**src/shared/dma_pkg.sv**
```systemverilog
// shared constants and types for the data memory addressing block
package dma_pkg;
	localparam int RAM_DEPTH = 256;
	localparam int SFR_COUNT = 26;
	localparam logic [7:0] SP_RESET = 8'h07;
	localparam logic [7:0] SFR_RESET = 8'h00;
	localparam logic [7:0] UNIMPL_READ = 8'hFF;
	localparam logic [7:0] SFR_SPACE_BASE = 8'h80;
	localparam logic [7:0] BIT_RAM_BASE = 8'h20;
	localparam int BIT_SPACE_POS = 7;
	localparam int PSW_BANK_HIGH_POS = 4;
	localparam int PSW_BANK_LOW_POS = 3;
	localparam logic [7:0] PORT0_LATCH_ADDR = 8'h80;
	localparam logic [7:0] STACK_POINTER_ADDR = 8'h81;
	localparam logic [7:0] DATA_POINTER_LOW_ADDR = 8'h82;
	localparam logic [7:0] DATA_POINTER_HIGH_ADDR = 8'h83;
	localparam logic [7:0] POWER_CONTROL_ADDR = 8'h87;
	localparam logic [7:0] TIMER_CONTROL_ADDR = 8'h88;
	localparam logic [7:0] TIMER_MODE_SELECT_ADDR = 8'h89;
	localparam logic [7:0] TIMER0_COUNT_LOW_ADDR = 8'h8A;
	localparam logic [7:0] TIMER1_COUNT_LOW_ADDR = 8'h8B;
	localparam logic [7:0] TIMER0_COUNT_HIGH_ADDR = 8'h8C;
	localparam logic [7:0] TIMER1_COUNT_HIGH_ADDR = 8'h8D;
	localparam logic [7:0] PORT1_LATCH_ADDR = 8'h90;
	localparam logic [7:0] SERIAL_CONTROL_ADDR = 8'h98;
	localparam logic [7:0] SERIAL_BUFFER_ADDR = 8'h99;
	localparam logic [7:0] PORT2_LATCH_ADDR = 8'hA0;
	localparam logic [7:0] INTERRUPT_ENABLE_ADDR = 8'hA8;
	localparam logic [7:0] PORT3_LATCH_ADDR = 8'hB0;
	localparam logic [7:0] INTERRUPT_PRIORITY_ADDR = 8'hB8;
	localparam logic [7:0] TIMER2_CONTROL_ADDR = 8'hC8;
	localparam logic [7:0] TIMER2_CAPTURE_LOW_ADDR = 8'hCA;
	localparam logic [7:0] TIMER2_CAPTURE_HIGH_ADDR = 8'hCB;
	localparam logic [7:0] TIMER2_COUNT_LOW_ADDR = 8'hCC;
	localparam logic [7:0] TIMER2_COUNT_HIGH_ADDR = 8'hCD;
	localparam logic [7:0] PROGRAM_STATUS_WORD_ADDR = 8'hD0;
	localparam logic [7:0] MAIN_OPERAND_ADDR = 8'hE0;
	localparam logic [7:0] MULTIPLY_OPERAND_ADDR = 8'hF0;
	localparam logic [7:0] IO_CONFIG_ADDR = 8'hF8;
	// stack pointer lives in the top module, so it is not in this table
	localparam logic [7:0] SFR_TABLE [SFR_COUNT] = '{
		PORT0_LATCH_ADDR, DATA_POINTER_LOW_ADDR, DATA_POINTER_HIGH_ADDR,
		POWER_CONTROL_ADDR, TIMER_CONTROL_ADDR, TIMER_MODE_SELECT_ADDR,
		TIMER0_COUNT_LOW_ADDR, TIMER1_COUNT_LOW_ADDR, TIMER0_COUNT_HIGH_ADDR,
		TIMER1_COUNT_HIGH_ADDR, PORT1_LATCH_ADDR, SERIAL_CONTROL_ADDR,
		SERIAL_BUFFER_ADDR, PORT2_LATCH_ADDR, INTERRUPT_ENABLE_ADDR,
		PORT3_LATCH_ADDR, INTERRUPT_PRIORITY_ADDR, TIMER2_CONTROL_ADDR,
		TIMER2_CAPTURE_LOW_ADDR, TIMER2_CAPTURE_HIGH_ADDR, TIMER2_COUNT_LOW_ADDR,
		TIMER2_COUNT_HIGH_ADDR, PROGRAM_STATUS_WORD_ADDR, MAIN_OPERAND_ADDR,
		MULTIPLY_OPERAND_ADDR, IO_CONFIG_ADDR
	};

	typedef enum logic [4:0] {
		OP_NONE = 5'h00,
		OP_READ_DIRECT = 5'h01,
		OP_WRITE_DIRECT = 5'h02,
		OP_READ_INDIRECT = 5'h03,
		OP_WRITE_INDIRECT = 5'h04,
		OP_READ_REG = 5'h05,
		OP_WRITE_REG = 5'h06,
		OP_PUSH = 5'h07,
		OP_POP = 5'h08,
		OP_CALL_SAVE = 5'h09,
		OP_INTERRUPT_RETURN = 5'h0A,
		OP_INDIRECT_INCREMENT = 5'h0B,
		OP_REGISTER_DECREMENT = 5'h0C,
		OP_BIT_CLEAR = 5'h0D,
		OP_BIT_SET = 5'h0E,
		OP_BIT_COMPLEMENT = 5'h0F,
		OP_BIT_TEST = 5'h10,
		OP_BIT_WRITE = 5'h11
	} dma_op_t;

	typedef struct packed {
		dma_op_t op;
		logic [2:0] reg_sel;
		logic [7:0] addr;
		logic [7:0] wdata;
		logic [15:0] pc;
	} dma_req_t;

	typedef struct packed {
		logic done;
		logic [7:0] rdata;
		logic bit_value;
		logic [15:0] pc;
	} dma_rsp_t;
endpackage : dma_pkg
```
**src/hw/dma_core.sv**
```systemverilog
// data memory addressing: stack, banked registers, indirect and bit access
//
// Summary of operation
// RL1: reset loads stack pointer with 07H, writable
// RL2: call uses two stack bytes, push one
// RL3: save increments then writes low, then high
// RL4: pop reads then decrements; return pops high first
// RL5: opcode bit 0 picks pointer register zero/one
// RL6: indirect increment latches pointer, reads, adds, writes
// RL7: opcode bits 2..0 pick working register
// RL8: register decrement reads, subtracts one, writes back
// RL9: bit ops work on RAM bytes 20H-2FH
// RL10: bit number is low three bits, weights 1,2,4
// RL11: RAM bit byte is 20H plus bits 6..3
// RL12: bit clear reads byte, clears bit, writes back
// RL13: twenty-seven byte-addressable special function registers
// RL14: thirteen bit-addressable registers, address plus bit
// RL15: empty special address reads 0FFH, writes ignored
// RL16: software avoids empty special function addresses
// RL17: bank select bits pick 8n..8n+7 bank
// RL18: direct upper half hits registers, indirect hits RAM
// RL19: bit address low three bits pick bit
// RL20: stack pointer wraps modulo 256
`timescale 1ns/1ps
module dma_core
	import dma_pkg::*;
(
	input wire logic mclk_i,
	input wire logic sys_rst_i,
	input wire logic req_valid_i,
	input wire dma_req_t req_i,
	output logic busy_o,
	output dma_rsp_t rsp_o,
	output logic [7:0] stack_pointer_o,
	output logic [1:0] bank_sel_o
);
	typedef enum logic [4:0] {
		ST_IDLE = 5'b00001,
		ST_LATCH = 5'b00010,
		ST_READ = 5'b00100,
		ST_WRITE = 5'b01000,
		ST_SECOND = 5'b10000
	} dma_state_t;

	dma_state_t state;
	dma_state_t next_state;
	dma_req_t cur;
	logic [7:0] stack_pointer;
	logic [7:0] addr_latch;
	logic to_sfr;
	logic [7:0] temp;
	logic [7:0] program_status_word;
	logic [1:0] bank;
	logic [7:0] ptr_addr;
	logic [7:0] ptr_value;
	logic [7:0] ram_rdata;
	logic [7:0] sfr_rdata;
	logic [7:0] read_now;
	logic [7:0] bit_mask;
	logic [7:0] modified;
	logic ram_we;
	logic sfr_we;
	logic [7:0] wr_data;
	logic take;
	logic is_bit_op;
	logic is_simple_write;
	logic is_rmw;
	logic sp_hit;
	logic [7:0] bit_byte;
	logic bit_in_sfr;

	assign take = req_valid_i && !busy_o;
	assign bank = {program_status_word[PSW_BANK_HIGH_POS], program_status_word[PSW_BANK_LOW_POS]}; // see RL17

	// pointer register zero or one inside the current bank
	assign ptr_addr = {3'h0, bank, 2'h0, cur.reg_sel[0]}; // see RL5

	assign is_bit_op = (cur.op == OP_BIT_CLEAR) || (cur.op == OP_BIT_SET) ||
		(cur.op == OP_BIT_COMPLEMENT) || (cur.op == OP_BIT_TEST) ||
		(cur.op == OP_BIT_WRITE);
	assign is_simple_write = (cur.op == OP_WRITE_DIRECT) ||
		(cur.op == OP_WRITE_INDIRECT) || (cur.op == OP_WRITE_REG) ||
		(cur.op == OP_PUSH);

	// read-modify-write ops need one more step to put the result back
	assign is_rmw = (cur.op == OP_INDIRECT_INCREMENT) ||
		(cur.op == OP_REGISTER_DECREMENT) || (is_bit_op && cur.op != OP_BIT_TEST);
	// the stack pointer sits outside the register file, so its hits are caught here
	assign sp_hit = to_sfr && (addr_latch == STACK_POINTER_ADDR);

	// bit 7 picks the space: a special register base or one of sixteen ram bytes
	always_comb begin
		if (cur.addr[BIT_SPACE_POS]) begin
			bit_byte = {cur.addr[7:3], 3'h0}; // see RL14 see RL19
			bit_in_sfr = 1'b1;
		end else begin
			bit_byte = BIT_RAM_BASE + {4'h0, cur.addr[6:3]}; // see RL11
			bit_in_sfr = 1'b0;
		end
	end

	dma_ram u_ram (
		.mclk_i(mclk_i),
		.we_i(ram_we),
		.waddr_i(addr_latch),
		.wdata_i(wr_data),
		.raddr_a_i(addr_latch),
		.rdata_a_o(ram_rdata),
		.raddr_b_i(ptr_addr),
		.rdata_b_o(ptr_value)
	);

	dma_sfr u_sfr (
		.mclk_i(mclk_i),
		.sys_rst_i(sys_rst_i),
		.we_i(sfr_we),
		.waddr_i(addr_latch),
		.wdata_i(wr_data),
		.raddr_i(addr_latch),
		.rdata_o(sfr_rdata),
		.program_status_word_o(program_status_word)
	);

	// stack pointer is not in the register file, so its read is merged here
	always_comb begin
		if (!to_sfr) begin
			read_now = ram_rdata;
		end else if (addr_latch == STACK_POINTER_ADDR) begin
			read_now = stack_pointer;
		end else begin
			read_now = sfr_rdata;
		end
	end

	// bit number from the low three address bits, binary weighted
	assign bit_mask = 8'h01 << cur.addr[2:0]; // see RL10 see RL19

	always_comb begin
		case (cur.op)
			OP_INDIRECT_INCREMENT: modified = temp + 8'h01; // see RL6
			OP_REGISTER_DECREMENT: modified = temp - 8'h01; // see RL8
			OP_BIT_CLEAR: modified = temp & ~bit_mask; // see RL12
			OP_BIT_SET: modified = temp | bit_mask; // see RL9
			OP_BIT_COMPLEMENT: modified = temp ^ bit_mask; // see RL9
			OP_BIT_WRITE: modified = cur.wdata[0] ? (temp | bit_mask) : (temp & ~bit_mask);
			default: modified = temp;
		endcase
	end

	// write strobes come from the state, the operation and the target space, and a write lands on the latched address
	always_comb begin
		ram_we = 1'b0;
		sfr_we = 1'b0;
		wr_data = modified;
		case (state)
			ST_READ: begin
				if (cur.op == OP_CALL_SAVE) begin
					wr_data = cur.pc[7:0]; // see RL3
					ram_we = 1'b1;
				end else if (is_simple_write) begin
					wr_data = cur.wdata;
					ram_we = !to_sfr;
					sfr_we = to_sfr && !sp_hit;
				end
			end
			ST_WRITE: begin
				ram_we = !to_sfr;
				sfr_we = to_sfr && !sp_hit;
			end
			ST_SECOND: begin
				if (cur.op == OP_CALL_SAVE) begin
					wr_data = cur.pc[15:8]; // see RL3
					ram_we = 1'b1;
				end
			end
			default: begin
				wr_data = modified;
			end
		endcase
	end

	always_comb begin
		next_state = state;
		case (state)
			ST_IDLE: begin
				if (take) begin
					next_state = ST_LATCH;
				end
			end
			ST_LATCH: begin
				next_state = ST_READ;
			end
			ST_READ: begin
				if (cur.op == OP_CALL_SAVE || cur.op == OP_INTERRUPT_RETURN) begin
					next_state = ST_SECOND; // see RL2
				end else if (is_rmw) begin
					next_state = ST_WRITE;
				end else begin
					next_state = ST_IDLE;
				end
			end
			ST_WRITE: begin
				next_state = ST_IDLE;
			end
			ST_SECOND: begin
				next_state = ST_IDLE;
			end
			default: begin
				next_state = ST_IDLE;
			end
		endcase
	end

	always_ff @(posedge mclk_i) begin
		if (sys_rst_i) begin
			state <= ST_IDLE;
		end else begin
			state <= next_state;
		end
	end

	always_ff @(posedge mclk_i) begin
		if (sys_rst_i) begin
			cur <= '0;
		end else if (take) begin
			cur <= req_i;
		end
	end

	// address latch and target space for every kind of access
	always_ff @(posedge mclk_i) begin
		if (sys_rst_i) begin
			addr_latch <= 8'h00;
			to_sfr <= 1'b0;
		end else if (state == ST_LATCH) begin
			to_sfr <= 1'b0;
			case (cur.op)
				OP_READ_DIRECT, OP_WRITE_DIRECT: begin
					addr_latch <= cur.addr;
					to_sfr <= cur.addr >= SFR_SPACE_BASE; // see RL18
				end
				OP_READ_INDIRECT, OP_WRITE_INDIRECT, OP_INDIRECT_INCREMENT: begin
					// indirect always lands in ram, upper half included
					addr_latch <= ptr_value; // see RL6 see RL18
				end
				OP_READ_REG, OP_WRITE_REG, OP_REGISTER_DECREMENT: begin
					addr_latch <= {3'h0, bank, cur.reg_sel}; // see RL7 see RL17
				end
				OP_PUSH, OP_CALL_SAVE: begin
					addr_latch <= stack_pointer + 8'h01; // see RL3 see RL20
				end
				OP_POP, OP_INTERRUPT_RETURN: begin
					addr_latch <= stack_pointer; // see RL4
				end
				OP_BIT_CLEAR, OP_BIT_SET, OP_BIT_COMPLEMENT, OP_BIT_TEST, OP_BIT_WRITE: begin
					// 81H is not bit addressable, so no bit op lands on the stack pointer
					addr_latch <= bit_byte; // see RL9
					to_sfr <= bit_in_sfr; // see RL14
				end
				default: begin
					addr_latch <= cur.addr;
				end
			endcase
		end else if (state == ST_READ) begin
			if (cur.op == OP_CALL_SAVE) begin
				// the two pc bytes sit on neighbouring addresses, low one first
				addr_latch <= addr_latch + 8'h01; // see RL3
			end else if (cur.op == OP_INTERRUPT_RETURN) begin
				addr_latch <= addr_latch - 8'h01; // see RL4
			end
		end
	end

	// one-step moves with natural 8-bit wrap; a direct write to the pointer wins
	always_ff @(posedge mclk_i) begin
		if (sys_rst_i) begin
			stack_pointer <= SP_RESET; // see RL1
		end else if (state == ST_LATCH && (cur.op == OP_PUSH || cur.op == OP_CALL_SAVE)) begin
			stack_pointer <= stack_pointer + 8'h01; // see RL2 see RL20
		end else if (state == ST_READ) begin
			if (cur.op == OP_WRITE_DIRECT && sp_hit) begin
				stack_pointer <= cur.wdata; // see RL1
			end else if (cur.op == OP_CALL_SAVE) begin
				stack_pointer <= stack_pointer + 8'h01; // see RL2
			end else if (cur.op == OP_POP || cur.op == OP_INTERRUPT_RETURN) begin
				stack_pointer <= stack_pointer - 8'h01; // see RL4 see RL20
			end
		end else if (state == ST_SECOND && cur.op == OP_INTERRUPT_RETURN) begin
			stack_pointer <= stack_pointer - 8'h01; // see RL4
		end else if (state == ST_WRITE && sp_hit) begin
			stack_pointer <= modified;
		end
	end

	always_ff @(posedge mclk_i) begin
		if (sys_rst_i) begin
			temp <= 8'h00;
		end else if (state == ST_READ) begin
			temp <= read_now; // see RL6 see RL8 see RL12
		end
	end

	// busy falls on the edge that raises done, so a new request may follow at once
	always_ff @(posedge mclk_i) begin
		if (sys_rst_i) begin
			busy_o <= 1'b0;
		end else if (take) begin
			busy_o <= 1'b1;
		end else if (state != ST_IDLE && next_state == ST_IDLE) begin
			busy_o <= 1'b0;
		end
	end

	// answer stands for one cycle after the last step of an operation
	always_ff @(posedge mclk_i) begin
		if (sys_rst_i) begin
			rsp_o <= '0;
		end else begin
			rsp_o.done <= (state != ST_IDLE) && (next_state == ST_IDLE);
			if (state == ST_READ) begin
				rsp_o.rdata <= read_now;
				// an empty register reads all ones, so a bit test there is always set
				rsp_o.bit_value <= |(read_now & bit_mask); // see RL15
				if (cur.op == OP_INTERRUPT_RETURN) begin
					rsp_o.pc[15:8] <= read_now; // see RL4
				end
			end else if (state == ST_WRITE) begin
				rsp_o.rdata <= modified;
			end else if (state == ST_SECOND && cur.op == OP_INTERRUPT_RETURN) begin
				rsp_o.pc[7:0] <= ram_rdata; // see RL4
			end
		end
	end

	always_ff @(posedge mclk_i) begin
		if (sys_rst_i) begin
			stack_pointer_o <= SP_RESET;
			bank_sel_o <= 2'h0;
		end else begin
			stack_pointer_o <= stack_pointer;
			bank_sel_o <= bank;
		end
	end
endmodule : dma_core

```
**src/hw/dma_ram.sv**
```systemverilog
// internal data memory: 256 bytes of flip-flops, one write and two read ports
`timescale 1ns/1ps
module dma_ram
	import dma_pkg::*;
#(
	parameter int DEPTH = RAM_DEPTH
) (
	input wire logic mclk_i,
	input wire logic we_i,
	input wire logic [7:0] waddr_i,
	input wire logic [7:0] wdata_i,
	input wire logic [7:0] raddr_a_i,
	output logic [7:0] rdata_a_o,
	input wire logic [7:0] raddr_b_i,
	output logic [7:0] rdata_b_o
);
	logic [7:0] mem [DEPTH];

	// contents are undefined after reset, like any static ram
	always_ff @(posedge mclk_i) begin
		if (we_i) begin
			mem[waddr_i] <= wdata_i;
		end
	end

	assign rdata_a_o = mem[raddr_a_i];
	assign rdata_b_o = mem[raddr_b_i];
endmodule : dma_ram

```
**src/hw/dma_sfr.sv**
```systemverilog
// special function register file with all-ones answer for empty addresses
`timescale 1ns/1ps
module dma_sfr
	import dma_pkg::*;
(
	input wire logic mclk_i,
	input wire logic sys_rst_i,
	input wire logic we_i,
	input wire logic [7:0] waddr_i,
	input wire logic [7:0] wdata_i,
	input wire logic [7:0] raddr_i,
	output logic [7:0] rdata_o,
	output logic [7:0] program_status_word_o
);
	logic [7:0] regs [SFR_COUNT];
	logic [SFR_COUNT-1:0] hit;

	genvar gi;
	generate
		for (gi = 0; gi < SFR_COUNT; gi++) begin : g_reg
			assign hit[gi] = (raddr_i == SFR_TABLE[gi]);
			// a write to an empty address matches no entry and changes nothing; see RL15
			always_ff @(posedge mclk_i) begin
				if (sys_rst_i) begin
					regs[gi] <= SFR_RESET;
				end else if (we_i && waddr_i == SFR_TABLE[gi]) begin
					regs[gi] <= wdata_i;
				end
			end
		end
	endgenerate

	always_comb begin
		rdata_o = UNIMPL_READ; // see RL15
		for (int i = 0; i < SFR_COUNT; i++) begin
			if (hit[i]) begin
				rdata_o = regs[i]; // see RL13
			end
		end
	end

	always_comb begin
		program_status_word_o = SFR_RESET;
		for (int i = 0; i < SFR_COUNT; i++) begin
			if (SFR_TABLE[i] == PROGRAM_STATUS_WORD_ADDR) begin
				program_status_word_o = regs[i];
			end
		end
	end
endmodule : dma_sfr

```
**config.mk**
```make
export PLATFORM = sky130hd
export DESIGN_NAME = dma_core
export DESIGN_NICKNAME = d
export VERILOG_FILES = /design/src/shared/dma_pkg.sv /design/src/hw/dma_core.sv /design/src/hw/dma_ram.sv /design/src/hw/dma_sfr.sv
export SDC_FILE = /design/constraint.sdc
export NUM_CORES = 2
export LEC_CHECK = 0
export ABC_CLOCK_PERIOD_IN_PS = 8780
export BUFFER_PORTS_ARGS = -buffer_cell sky130_fd_sc_hd__buf_2
export CORE_MARGIN = 3
export CORE_UTILIZATION = 63
export CTS_BUF_LIST = sky130_fd_sc_hd__clkbuf_16
export CTS_CLUSTER_SIZE = 25
export DETAILED_ROUTE_END_ITERATION = 12
export PLACE_DENSITY = 0.77
export SLEW_MARGIN = 5
export SYNTH_ARGS = -nofsm -noshare
export SYNTH_HDL_FRONTEND = slang
export SYNTH_SLANG_ARGS = --single-unit
```
**constraint.sdc**
```tcl
create_clock -name mclk_i -period 8.78 [get_ports mclk_i]
set_clock_uncertainty 0.2 [all_clocks]
set_input_delay 1.317 -clock mclk_i [delete_from_list [all_inputs] [get_ports mclk_i]]
set_output_delay 1.317 -clock mclk_i [all_outputs]
set_load 0.01 [all_outputs]
```
# After elaboration in Yosys (flattened, before gate mapping)

Memory sizes are Yosys's and may differ from the RTL's. A register that Yosys moved wholly into a read port is not among the register bits.
Index checks and enable logic that the tools add are counted.

Bits in registers: 107
Bits in writable memories: 2256
Bits of input ports: 43
Output and inout port bits: 37
Logic and storage cells: 355
Memories: 2

Add/subtract/negate cells: 7
Order comparisons: 1
Equality and inequality tests: 53
Shifts and indexed selects: 1
Muxes and demuxes: 174
Bitwise logic cells: 33
Reduce and logical (&&, ||, !) cells: 66

Memories:

| memory     | words | width | rd ports | clocked after memory_dff | write ports | line          | source |
|---|---|---|---|---|---|---|---|
| u_ram.mem  | 256   | 8     | 2        | 1                        | 1           | dma_ram.sv:17 | `logic [7:0] mem [DEPTH];` |
| u_sfr.regs | 26    | 8     | 26       | 0                        | 26          | dma_sfr.sv:15 | `logic [7:0] regs [SFR_COUNT];` |

Operators by type and width:

| cell                | count |
|---|---|
| $mux 8              | 74 |
| $eq 8x8->1 const B  | 27 |
| $mux 1              | 90 |
| $pmux 8 s6          | 1 |
| $eq 5x4->1 const B  | 9 |
| $pmux 8 s5          | 1 |
| $logic_and 1x1->1   | 35 |
| $or 1x1->1          | 26 |
| $eq 5x3->1 const B  | 5 |
| $add 8x1->8 const B | 3 |
| $sub 8x1->8 const B | 3 |
| $and 8x8->8         | 2 |
| $pmux 8 s2          | 1 |
| $eq 5x1->1 const B  | 3 |
| $eq 5x2->1 const B  | 3 |
| $eq 5x5->1 const B  | 3 |
| $pmux 5 s3          | 1 |
| $logic_or 1x1->1    | 12 |
| $mux 5              | 2 |
| $ge 8x8->1 const B  | 1 |
| $not 8->8           | 1 |
| $or 8x8->8          | 1 |
| $reduce_or 8->1     | 1 |
| $shl 1x3->8 const A | 1 |
| other kinds (18)    | 29 |

# Longest topological paths before layout

Depth in word-level cells: 31
Depth in mapped cells: 17
Depth with buffers taken out: 15

# Modules after synthesis

Synthesis repeated with hierarchy kept, for this count alone.

Cell total of the unflattened synthesis: 6625
Area, all modules: 114079.4 sq um

Modules (own cells, without submodules):

| module   | instances | cells each | area an instance (sq um) | seq. area each (sq um) |
|---|---|---|---|---|
| dma_ram  | 1         | 4831       | 96652.7                  | 61499.0 |
| dma_sfr  | 1         | 907        | 10601.4                  | 6246.0 |
| dma_core | 1         | 887        | 6825.3                   | 2142.1 |

# Worst setup path before layout

No wires, ideal clock.

Path type: register to register
From: register cur[37] in the netlist's numbering
To: memory u_ram.mem[0][7] (data pin)
Library setup time: 774 ps
Data arrival time: 6339 ps
Setup slack: 1467 ps
Stages on the path, launching flop included: 17
Path buffers: 2
Period minus slack after synthesis: 7313 ps
Cell sequence: dfxtp_1 -> clkbuf_1 -> nor2b_1 -> nand2_1 -> nor3_1 -> ha_1 -> a21o_1 -> a21oi_1 -> o21bai_1 -> a21oi_1 -> o21bai_1 -> a2111o_1 -> o211ai_1 -> a2bb2oi_1 -> a221oi_2 -> buf_2 -> inv_1

Word-level cells in the longest chain between the ends: 7

RTL lines:

| item                                                               | line            | source |
|---|---|---|
| from (decl)                                                        | dma_core.sv:47  | `dma_req_t cur;` |
| from (signal assigned)                                             | dma_core.sv:226 | `cur <= req_i;` |
| parallel branches: the longest is 6 deep, another holds $pmux 8 s6 | n/a             |  |
| $pmux 8 s2 (*)                                                     | dma_core.sv:155 | `case (state)` |
| net u_ram.wdata_i[7]                                               | dma_ram.sv:11   | `input wire logic [7:0] wdata_i,` |
| to (decl)                                                          | dma_ram.sv:17   |  |

Mark *: on every way through the listed nets, which the timed path passes.

==> results by stage <==
Timing:
- Setup violations remaining at the end of the flow were counted as 0.
- Static timing analysis puts the maximum clock frequency at 0.1719 GHz.
- The post-route fraction of the period consumed by the critical path is 0.6627.
- The worst pin sits at a relative slew slack of 0.07753.
- Across all setup checks in the final design, the least slack found is 2961 ps.
- The number of endpoints with negative hold slack in the final report is 0.
- At the pin with the least slew margin, the transition time is 1349 ps.
- The worst path needs 5819 ps of the cycle, external delays included.
- Setup repair after global routing left no endpoint under its margin.
- The final max-slew violation count is 0.
- The minimum hold slack is 261.6 ps.
- The summed negative setup slack over all endpoints is 0 ps.

Critical path:
- The kind of launch point of the worst setup path is a flip-flop.
- The worst register-to-register path has a depth of 9.
- For the worst setup path, the data arrival time is 6350 ps.
- Walking the worst path, the cells encountered are buf_12 -> nor2b_2 -> a2111oi_0 -> a2111oi_0 -> nor3_1 -> o21ai_2 -> nor2_2 -> or3_1 -> a211o_1.
- In this design, the stage delay of the slowest critical-path cell is 1200 ps.
- The required time at the worst-slack endpoint is 9310 ps.
- The number of buffers and inverters on the critical path is 1.
- The critical path runs through a total of 9 cells.
- STA classifies the critical path endpoint as a flip-flop.
- Broken down by cell family, the worst path's largest delay share belongs to compound AO/OA/AOI/OAI gates.
- The most numerous cell on the critical path is a2111oi_0.
- The maximum fanout count along the critical path is 80.
- The cell with the largest stage delay on the worst path is a2111oi_0.
- The type of the setup path with the least slack is flip-flop to flip-flop.

Cells and area:
- After routing the design area is 107000 um^2.
- The share of the core filled with cells in the final layout is 0.7003.
- After the last flow step, the layout net total stands at 5856.
- The layout-stage area growth over the synthesis result is 9.802%.
- The layout cell share with drive strength beyond 1 is 0.1825.
- The number of standard cells in the final layout excluding fillers is 8012.

Pwr:
- The total power divided by cell area is 209.3 nW/um^2.
- The maximum ir drop on the vdd rail is 0.1905 mV.
- The reported leakage power is 33.46 nW.
- The total design power is 22.39 mW.

Global route:
- Entering global routing, the biggest net connects 168 pins.
- The via count of the first global-routing pass is 56180.
- Across every metal layer, demand over resource in global routing totals 0.3573.
- The first global-routing pass estimated 404600 um of wire.
- The global-route congestion overflow total is 0.
- The initial antenna violation count is 11.

Route:
- After detailed routing, the average wire length per cell comes to 35.19 um.
- Wires add up to 282000 um.
- The first detailed-routing pass took 8 iterations.
- The detailed-route DRC error count is 0.
- Once detail routing completed, the nets flagged for antenna violations numbered 0.
- The detailed router placed 58330 vias in this run.
- The detail-routed via count per cell is 7.280.
- The first-iteration detailed-routing DRC count is 9654.

Synth:
- Synthesis inferred 2371 register bits.
- The most area-hungry cell type in the Yosys netlist is edfxtp_1.
- In this run, synthesis inferred 2256 flip-flops with an integrated enable.
- The total of warnings raised by yosys is 0.
- Measured against the total synthesized area, the mux share comes to 0.1339.
- In the synthesized netlist the async set-or-reset flop fraction comes to 0.
- Of the post-synthesis cell area, the dominant cell type holds 0.6952.
- The gate count of the mapped netlist is 5712.
- By count the netlist is led by edfxtp_1 (2256), nor2_1 (655), mux4_2 (457), nand2_1 (327), mux2i_1 (221).
- The distinct cell type count after synthesis is 93.
- Among all flip-flop cells after synthesis, the most frequent one is edfxtp_1.
- Yosys instantiated no cell more often than edfxtp_1.
- The fraction of the mapped netlist area in adder cells is 0.004263.
- The number of nets handed over by synthesis was 5787.
- The xor/xnor cell area share of the yosys netlist is 0.002606.
- The average instance in the mapped netlist occupies 17.06 um^2.
- The share of the Yosys chip area taken by registers is 0.7188.
- The cell area that synthesis handed to floorplanning was 97450 um^2.
- By area the synthesized netlist is led by edfxtp_1 (70%), mux4_2 (11%), nor2_1 (2.5%), dfxtp_1 (2.4%), mux2i_1 (2.3%).
- Of the total synthesized cell area, the portion taken by AND, OR, NAND and NOR gates is 0.06046.
- After synthesis, the largest family of logic cells by area is multiplexers.
- The share of the synthesized area in compound gates (AO/OA/AOI/OAI) is 0.05790.

Placement:
- The post-place setup slack is 3085 ps.
- Including well taps, the total number of placed cells is 7588.
- Summing all placed instances gives a cell area of 99750 um^2.
- Buffers placed on the I/O ports in this run total 79.
- The placed wire-length estimate after detailed placement is 175700 um.
- At the end of routability-driven placement, the weighted congestion stood at 0.9558.

Clock tree:
- The clock input transition at the sequential cells of the worst setup and hold paths is 70 ps.
- The total of cells resized after clock tree synthesis is 0.
- The number of buffers inserted during clock tree synthesis is 221.
- The clock drives 2371 sinks.
- The count of buffers added by post-CTS timing repair for setup is 0.
- TritonCTS built the clock tree.
- In this run the deepest clock path goes through 3 buffers.
- The buffer cell driving the clock tree root is clkbuf_16.
- Clock latency on the worst-skew pair, taken at its later pin, is 880 ps.
- Buffers inserted to repair hold after CTS numbered 0.
- The clock tree synthesis step divided the H-tree into 4 levels.

Job:
- Across the run, the number of max-cap violations was 0.

Floorplanning:
- For this configuration, the core starts out at a cell density of 0.6378.
- In this run the vertical extent of the chip is 399.3 um.
- The area of the core is 152800 um^2.
- The die extent in x is 399.3 um.
- The total number of placement rows is 143.
- The boundary pin count is 80.
- The die covers 159400 um^2.

Outcome:
- The flow ran to the end, and the final reports show no timing, DRC or antenna violations.

Hold path:
- The worst hold path passes through 2 cells.
- The path class of the tightest hold or removal check is flip-flop to flip-flop.
-- power breakdown --
part	switching, mW	internal, mW
logic	0.336	0.134
registers	0.0373	12.3
clock network	4.23	5.36
total	4.60	17.8
-- worst min-delay path: cells and delay by family, from the launching register on --
kind | cells | cell delay [ps]
AND/OR/NAND/NOR | 1 | 50
AO/OA/AOI/OAI | 1 | 50
flip-flops | 1 | 310
-- registers in the layout (all words and copies together), names as in the netlist, 2 cells and up, named ones only --
| register | flops |
|---|---|
| rsp_o | 26 |
| u_ram.mem | 2048 |
| bank_sel_o | 2 |
| addr_latch | 8 |
| temp | 8 |
| stack_pointer_o | 8 |
| u_sfr.regs | 208 |
| stack_pointer | 8 |
| state | 5 |
| cur | 40 |
-- routing by layer --
layer | wire length, um | track usage | share of wire
met2 | 127000 | 0.5284 | 0.45
met5 | 69 | 0 | 0.00024
met1 | 95940 | 0.4847 | 0.34
met4 | 18370 | 0.1873 | 0.065
met3 | 40580 | 0.1100 | 0.14
-- cell usage in the layout, fill, tap and decap left out, types with 16 or more instances in the layout --
cell type | netlist | layout
edfxtp_1 | 2256 | 2256
nor2_1 | 655 | 649
mux4_2 | 457 | 457
nand2_1 | 327 | 326
clkbuf_16 | 0 | 227
mux2i_1 | 221 | 221
a21oi_1 | 207 | 205
buf_4 | 61 | 122
a22oi_1 | 117 | 117
dfxtp_1 | 115 | 105
o21ai_0 | 94 | 94
inv_1 | 40 | 85
buf_2 | 75 | 79
nand3_1 | 76 | 76
o22ai_1 | 65 | 64
nor3_1 | 51 | 50
clkinv_1 | 1 | 47
nor2b_1 | 52 | 45
a211oi_1 | 43 | 43
clkinv_2 | 0 | 39
a31oi_1 | 35 | 35
a221oi_1 | 34 | 34
ha_1 | 30 | 30
a21o_1 | 27 | 27
mux2_2 | 25 | 25
bufinv_16 | 0 | 23
a22o_1 | 22 | 22
nand2b_1 | 20 | 20
o211ai_1 | 19 | 19
nand4_1 | 19 | 19
o21bai_1 | 16 | 16
xnor2_1 | 16 | 16
o22a_1 | 16 | 16
-- path summary, 6_finish.rpt --
check	slack [ps]	start	endpoint
worst max-delay path	2960	flip-flop	rsp_o[16]
worst min-delay path	260	cur[11]	cur[11]
worst max register to register	2960	flip-flop	rsp_o[16]
worst min register to register	260	cur[11]	cur[11]
-- cell families (layout without fill, tap and decap cells) --
family,count (synthesis),after routing
fa+ha+maj,32,32
buf+inv,410,671
compound gates,829,829
xor+xnor,29,29
other cells,0,9
flops,2371,2371
mux,713,713
simple gates,1328,1328
-- cell type report --
cell class                 count  area [um^2]
antenna                        9        22.52
sequential                  2371        70070
fill                        9243        45790
tap                         2030         2540
clock buffer                 227         5680
multi-input combinational   2931        25390
timing repair buffer         212         1531
clock inverter               188         1549
inverter                      44        220.2
Power figures use the tool's default switching activity.
